===== config.mk =====
export PLATFORM = sky130hd
export DESIGN_NAME = iof_fault
export DESIGN_NICKNAME = d
export VERILOG_FILES = /design/src/rtl/iof_pkg.sv /design/src/rtl/iof_fault.sv
export SDC_FILE = /design/constraint.sdc
export NUM_CORES = 1
export LEC_CHECK = 0
export BUFFER_PORTS_ARGS = -buffer_cell sky130_fd_sc_hd__buf_2
export CAP_MARGIN = 20
export CORE_ASPECT_RATIO = 1.75
export CORE_MARGIN = 2
export CORE_UTILIZATION = 58
export DETAILED_ROUTE_END_ITERATION = 8
export GPL_TIMING_DRIVEN = 0
export PLACE_DENSITY = 0.79
export SYNTH_ARGS = -nofsm -noshare
export SYNTH_HDL_FRONTEND = slang
export SYNTH_SLANG_ARGS = --single-unit
export TNS_END_PERCENT = 100

===== constraint.sdc =====
create_clock -name clk_sys -period 5.57 [get_ports clk_sys]
set_clock_uncertainty 0.2 [all_clocks]
set_input_delay 1.114 -clock clk_sys [delete_from_list [all_inputs] [get_ports clk_sys]]
set_output_delay 1.114 -clock clk_sys [all_outputs]
set_load 0.005 [all_outputs]

===== src/rtl/iof_pkg.sv =====
/*
 Shared definitions for the input overvoltage fault response block:
 register offsets, field positions, reset values, states and delay tables.
 Assumes a single 50 MHz system clock.
*/
package iof_pkg;

    // ------------------------------------------------------------------
    // Register map
    // ------------------------------------------------------------------
    localparam logic [7:0] ADDR_LIMIT = 8'h55;
    localparam logic [7:0] ADDR_RESPONSE = 8'h56;
    localparam logic [10:0] LIMIT_RESET = 11'h7FF;
    localparam logic [7:0] RESPONSE_RESET = 8'h00;
    localparam int MANT_W = 11;
    localparam int EXP_W = 3;
    localparam int VOLT_W = 19;
    localparam int EXP_LSB = 11;
    localparam int RESP_MSB = 7;
    localparam int RESP_LSB = 6;
    localparam int RETRY_MSB = 5;
    localparam int RETRY_LSB = 3;
    localparam int DELAY_MSB = 2;
    localparam logic [2:0] RETRY_INFINITE = 3'h7;

    // Response codes
    localparam logic [1:0] RESP_IGNORE = 2'h0;
    localparam logic [1:0] RESP_RIDE = 2'h1;
    localparam logic [1:0] RESP_SHUTDOWN = 2'h2;
    localparam logic [1:0] RESP_HOLD = 2'h3;

    // ------------------------------------------------------------------
    // Timing
    // ------------------------------------------------------------------
    localparam int CLK_HZ = 50_000_000;
    localparam int MS_PER_S = 1000;
    localparam int CLK_PER_MS = CLK_HZ / MS_PER_S;
    localparam int PRE_W = 20;
    localparam int MS_W = 12;

    typedef enum logic [2:0] {
        IOF_RUN, IOF_RIDE, IOF_OFF, IOF_HOLD, IOF_LOCKED
    } iof_state_type;

    typedef struct packed {
        iof_state_type st;
        logic [MANT_W-1:0] mant;
        logic [7:0] resp;
        logic [15:0] rdata;
        logic out_en;
        logic fault;
        logic [PRE_W-1:0] pre;
        logic [MS_W-1:0] ms;
        logic [2:0] tries;
    } iof_regs_type;

    // First delay in ms per delay code
    function automatic logic [MS_W-1:0] delay1_ms(input logic [2:0] code);
        case (code)
            3'h0: delay1_ms = 12'd10;
            3'h1: delay1_ms = 12'd20;
            3'h2: delay1_ms = 12'd40;
            3'h3: delay1_ms = 12'd80;
            3'h4: delay1_ms = 12'd160;
            3'h5: delay1_ms = 12'd320;
            3'h6: delay1_ms = 12'd640;
            default: delay1_ms = 12'd1280;
        endcase
    endfunction : delay1_ms

    // Restart interval in ms per delay code
    function automatic logic [MS_W-1:0] delay2_ms(input logic [2:0] code);
        case (code)
            3'h0: delay2_ms = 12'd252;
            3'h1: delay2_ms = 12'd558;
            3'h2: delay2_ms = 12'd924;
            3'h3: delay2_ms = 12'd1260;
            3'h4: delay2_ms = 12'd1596;
            3'h5: delay2_ms = 12'd1932;
            3'h6: delay2_ms = 12'd2268;
            default: delay2_ms = 12'd2604;
        endcase
    endfunction : delay2_ms

endpackage : iof_pkg


===== src/rtl/iof_fault.sv =====
/*
 Input overvoltage fault detection and response sequencer with its two
 registers. Assumes the measurement, the exponent setting and the register
 strobes all come from logic on clk_sys.
*/
// Behaviour
// - Fault raised when measured input voltage exceeds the programmed limit.
// - Limit holds writable 11-bit mantissa; threshold is mantissa times 2^N.
// - Limit bits 15:11 read back exponent N; writes there are ignored.
// - Response bits 7:6 select action; code 00 takes no action.
// - Code 01 keeps running for delay 1, then shuts down and retries up to the count if fault persists.
// - Code 10 disables output at once, then retries up to the count.
// - Code 11 holds output off while fault lasts, re-enables once cleared.
// - Delay codes 4-7: 160/320/640/1280 ms and 1596/1932/2268/2604 ms.
// - Retry field gives 0-6 attempts, 7 unlimited; then off until reset.
// - Delay field selects wait before disable and spacing of restarts.
module iof_fault #(
    parameter int CLK_PER_MS = iof_pkg::CLK_PER_MS
) (
    input wire logic clk_sys,
    input wire logic rst_b,
    input wire logic [iof_pkg::VOLT_W-1:0] input_voltage,
    input wire logic [iof_pkg::EXP_W-1:0] exponent_n,
    input wire logic reg_wr,
    input wire logic reg_rd,
    input wire logic [7:0] reg_addr,
    input wire logic [15:0] reg_wdata,
    output logic [15:0] reg_rdata,
    output logic output_enable,
    output logic fault_active
);

    iof_pkg::iof_regs_type r;
    iof_pkg::iof_regs_type next_r;
    logic [iof_pkg::VOLT_W-1:0] threshold;
    logic over;
    logic ms_tick;
    logic [1:0] code;
    logic [2:0] retry_lim;
    logic [2:0] dly;
    logic [iof_pkg::MS_W-1:0] d1;
    logic [iof_pkg::MS_W-1:0] d2;
    // Prescaler width, declared ahead of the tick compare that casts to it
    localparam int PRE_W_T = iof_pkg::PRE_W;

    // ------------------------------------------------------------------
    // Threshold compare and field decode
    // ------------------------------------------------------------------
    // Mantissa shifted by exponent, strict compare for the fault
    assign threshold = iof_pkg::VOLT_W'({8'h00, r.mant} << exponent_n);
    assign over = input_voltage > threshold;
    assign ms_tick = r.pre == PRE_W_T'(CLK_PER_MS - 1);
    assign code = r.resp[iof_pkg::RESP_MSB:iof_pkg::RESP_LSB];
    assign retry_lim = r.resp[iof_pkg::RETRY_MSB:iof_pkg::RETRY_LSB];
    assign dly = r.resp[iof_pkg::DELAY_MSB:0];
    assign d1 = iof_pkg::delay1_ms(dly);
    assign d2 = iof_pkg::delay2_ms(dly);

    // ------------------------------------------------------------------
    // Next state
    // ------------------------------------------------------------------
    // Registers, readback, millisecond timer and response sequencer
    always_comb begin
        next_r = r;
        next_r.fault = over;
        if (reg_wr && reg_addr == iof_pkg::ADDR_LIMIT) begin
            next_r.mant = reg_wdata[iof_pkg::MANT_W-1:0];
        end else if (reg_wr && reg_addr == iof_pkg::ADDR_RESPONSE) begin
            next_r.resp = reg_wdata[7:0];
        end
        if (reg_rd) begin
            if (reg_addr == iof_pkg::ADDR_LIMIT) begin
                next_r.rdata = {2'h0, exponent_n, r.mant};
            end else if (reg_addr == iof_pkg::ADDR_RESPONSE) begin
                next_r.rdata = {8'h00, r.resp};
            end else begin
                next_r.rdata = 16'h0000;
            end
        end
        if (ms_tick) begin
            next_r.pre = '0;
            next_r.ms = r.ms + 12'h001;
        end else begin
            next_r.pre = r.pre + 20'h00001;
        end
        case (r.st)
            iof_pkg::IOF_RUN: begin
                // Timer held at zero so every delay starts on a whole ms
                next_r.pre = '0;
                next_r.ms = '0;
                if (!r.fault) begin
                    next_r.tries = 3'h0;
                end else if (code == iof_pkg::RESP_RIDE) begin
                    next_r.st = iof_pkg::IOF_RIDE;
                end else if (code == iof_pkg::RESP_SHUTDOWN) begin
                    next_r.out_en = 1'b0;
                    next_r.st = iof_pkg::IOF_OFF;
                end else if (code == iof_pkg::RESP_HOLD) begin
                    next_r.out_en = 1'b0;
                    next_r.st = iof_pkg::IOF_HOLD;
                end
            end
            iof_pkg::IOF_RIDE: begin
                if (!r.fault) begin
                    next_r.st = iof_pkg::IOF_RUN;
                end else if (r.ms >= d1) begin
                    next_r.out_en = 1'b0;
                    next_r.pre = '0;
                    next_r.ms = '0;
                    next_r.st = iof_pkg::IOF_OFF;
                end
            end
            iof_pkg::IOF_OFF: begin
                if (retry_lim != iof_pkg::RETRY_INFINITE &&
                    r.tries >= retry_lim) begin
                    next_r.st = iof_pkg::IOF_LOCKED;
                end else if (r.ms >= d2) begin
                    next_r.out_en = 1'b1;
                    next_r.tries = r.tries + 3'h1;
                    next_r.st = iof_pkg::IOF_RUN;
                end
            end
            iof_pkg::IOF_HOLD: begin
                if (!r.fault) begin
                    next_r.out_en = 1'b1;
                    next_r.st = iof_pkg::IOF_RUN;
                end
            end
            default: begin
                next_r.out_en = 1'b0;
            end
        endcase
    end

    // ------------------------------------------------------------------
    // State register
    // ------------------------------------------------------------------
    // Reset loads constants only
    always_ff @(posedge clk_sys or negedge rst_b) begin
        if (!rst_b) begin
            r <= '{st: iof_pkg::IOF_RUN, mant: iof_pkg::LIMIT_RESET,
                   resp: iof_pkg::RESPONSE_RESET, rdata: 16'h0000,
                   out_en: 1'b1, fault: 1'b0, pre: '0, ms: '0,
                   tries: 3'h0};
        end else begin
            r <= next_r;
        end
    end

    assign reg_rdata = r.rdata;
    assign output_enable = r.out_en;
    assign fault_active = r.fault;
endmodule : iof_fault


==> results.sh <==
export IMPL_ys_seq_elements=73
export IMPL_fin_crit_sh_pct=69.8
export IMPL_grt_pass1_vias=4260
export IMPL_hp_class="flop to flop"
export IMPL_tritoncts="yes"
export IMPL_core_sq_um=8310
export IMPL_crit_buf_inv=2
export IMPL_final_area_sq_um=5720
export IMPL_clk_pin_slew_worst_paths_ns=0.06
export IMPL_tightest_slew_ns=0.923
export IMPL_h_tree_depth=3
export IMPL_synth_top_area_share_pct=30.7
export IMPL_cp_top_family="compound AO/OA/AOI/OAI gates"
export IMPL_max_clock_freq_mhz=257
export IMPL_antenna_left=0
export IMPL_num_rows=44
export IMPL_cts_buffers=9
export IMPL_overflow=0
export IMPL_drive_above_1_share_pct=23.4
export IMPL_yosys_top_cells_count="dfrtp_1 (61), nor2_1 (56), ha_1 (46)"
export IMPL_start_kind="input port"
export IMPL_power_uw=1530
export IMPL_yosysWarnings=0
export IMPL_chipHeight_um=126
export IMPL_grt_max_degree=74
export IMPL_netlist_instances=529
export IMPL_num_io_pins=68
export IMPL_holdWs_ns=0.324
export IMPL_cp_slowest_stage_delay_ns=0.52
export IMPL_setup_viol=0
export IMPL_final_core_util_pct=68.8
export IMPL_seq_area_frac_synth_pct=37.1
export IMPL_nNetsFinal=693
export IMPL_async_reset_ff_share_pct=100
export IMPL_syn2layout_area_growth_pct=15.1
export IMPL_dr_pass1_iters=4
export IMPL_portBuffers=56
export IMPL_dp_hpwl_um=8890
export IMPL_path_max_fanout=10
export IMPL_via_per_inst=5.72
export IMPL_cp_data_required_time_ns=5.60
export IMPL_cts_root_buf="clkbuf_16"
export IMPL_synth_cell_types=59
export IMPL_slew_headroom_pct=38.5
export IMPL_synth_flop_cell="dfrtp_1"
export IMPL_synth_edf_count=0
export IMPL_clkLatencyLatePin_ns=0.34
export IMPL_die_w_um=74.0
export IMPL_worst_path_stages=12
export IMPL_drt_initial_drc_count=145
export IMPL_track_usage_pct=26.1
export IMPL_fin_tns_setup_ns=0
export IMPL_num_vias=4100
export IMPL_finalHoldViolCount=0
export IMPL_wl_um=11500
export IMPL_run_status="finished clean"
export IMPL_synth_most_common_cell="dfrtp_1"
export IMPL_synth_area_sq_um=4970
export IMPL_die_area_sq_um=9350
export IMPL_synth_area_leaders="dfrtp_1 (31%), ha_1 (12%), dfstp_2 (6.3%), mux2_2 (5.4%), nor2_1 (4.2%)"
export IMPL_end_kind="flop"
export IMPL_crit_chain="clkbuf_1 -> clkbuf_1 -> mux2i_1 -> a21oi_1 -> mux2i_1 -> ha_1 -> a21o_1 -> a21oi_1 -> nor2b_1 -> o31ai_1 -> a21oi_1 -> o21a_1"
export IMPL_grt_setup_unrepaired="false"
export IMPL_avgSynthCellArea_sq_um=9.39
export IMPL_slew_violations=0
export IMPL_cp_arrival_ns=3.92
export IMPL_drc=0
export IMPL_postCtsSetupBuffers=0
export IMPL_power_density_nw_per_um2=267
export IMPL_grt_pass1_wl_um=18800
export IMPL_globalplace_congestion=1.01
export IMPL_whs_path_depth=2
export IMPL_wl_per_cell_um=16.1
export IMPL_cpMostUsedCell="a21oi_1"
export IMPL_drv_cap=0
export IMPL_synth_top_cell_by_area="dfrtp_1"
export IMPL_path_class="input port to flop"
export IMPL_clock_path_buffers=2
export IMPL_ff2ff_path_depth=11
export IMPL_postPlaceCellArea_sq_um=5400
export IMPL_layout_min_cycle_time_ns=3.89
export IMPL_irDropWorstVdd_mv=0.215
export IMPL_diodes=0
export IMPL_start_util_pct=59.8
export IMPL_leakage_uw=0.00268
export IMPL_antenna_found_initial=0
export IMPL_cts_sinks=73
export IMPL_slowest_stage="clkbuf_1"
export IMPL_cts_resized_gates=0
export IMPL_ctsHoldBuffers=0
## worst register-to-register path, cell delays in order, from the launching register on
cell      delay [ns]
dfrtp_1         0.35
clkbuf_1        0.39
xor2_1          0.15
o21ai_0         0.31
inv_1           0.08
ha_1            0.29
o21ai_0         0.16
nor2_1          0.06
a211oi_1        0.25
o21ai_1         0.25
o221ai_1        0.33
mux2_2          0.37
## sequential cells by signal, indices dropped and copies added, names as in the netlist
register       cells
code               2
dly                3
fault_active       1
output_enable      1
r                 52
reg_rdata         14
## per-stage QoR
step	std cells	setup slack (ns)
2_1_floorplan	530	2.02
4_1_cts	717	1.72
3_3_place_gp	701	1.46
5_1_grt	717	1.47
6_report	717	1.68
3_5_place_dp	701	1.36
## final timing paths
path	start	endpoint	slack [ns]
worst max-delay path	exponent_n[0]	fault_active	1.68
worst min-delay path	reg_rdata[3]	reg_rdata[3]	0.32
worst max register to register	dly[1]	r[72]	2.28
worst min register to register	reg_rdata[3]	reg_rdata[3]	0.32
max in group asynchronous	rst_b	dly[0]	3.87
min in group asynchronous	rst_b	r[9]	0.71
## power by group
group / switching (uW) / internal, uW / total (uW)
clock: 216 / 403 / 619
combinational: 141 / 122 / 263
sequential: 58.3 / 586 / 644
## per-layer routing
metal  track usage (%)  wire length, um  vias to the layer above
li1                  -                -                     1985
met1              24.7             4010                     1974
met2              48.9             6540                      104
met3              3.57              333                       37
met4              17.5              633                        0
met5                 0                0                        -
## cells in the final DEF, fill, tap and decap left out, drive strengths merged, types with 4 or more instances in the layout
cell and count:
dfrtp 61, a211oi 6, clkbuf 28, nand2 31, o21ai 22, buf 76
dfstp 12, xnor2 13, nor2b 4, xor2 18, nor2 58, and4 4
nor3b 5, nand4 14, a22oi 9, a21oi 29, ha 46, inv 24
nand2b 9, and2 4, mux2 24, a21o 6, clkinv 4, mux2i 18
nand3 21, nor3 20
## kinds of logic after synthesis
| kind of cell | after synthesis | synth area share (%) |
|---|---|---|
| AO/OA/AOI/OAI | 85 | 10.4 |
| flip-flops | 73 | 37.1 |
| multiplexers | 42 | 9.07 |
| other | 1 | 0.0755 |
| AND/OR/NAND/NOR | 189 | 20.4 |
| buffers and inverters | 62 | 5.94 |
| adder cells (fa/ha/maj) | 46 | 11.6 |
| XOR/XNOR | 31 | 5.46 |
## layout make-up
| cell class | count | area (sq um) |
|---|---|---|
| well taps | 115 | 144 |
| flip-flops and latches | 73 | 1840 |
| inverters | 25 | 93.8 |
| fillers | 685 | 2590 |
| repair buffers | 56 | 283 |
| plain buffers | 37 | 201 |
| clock inverters | 5 | 78.8 |
| multi-input cells | 395 | 2840 |
| clock buffers | 11 | 243 |
Power figures use the tool's default switching activity.
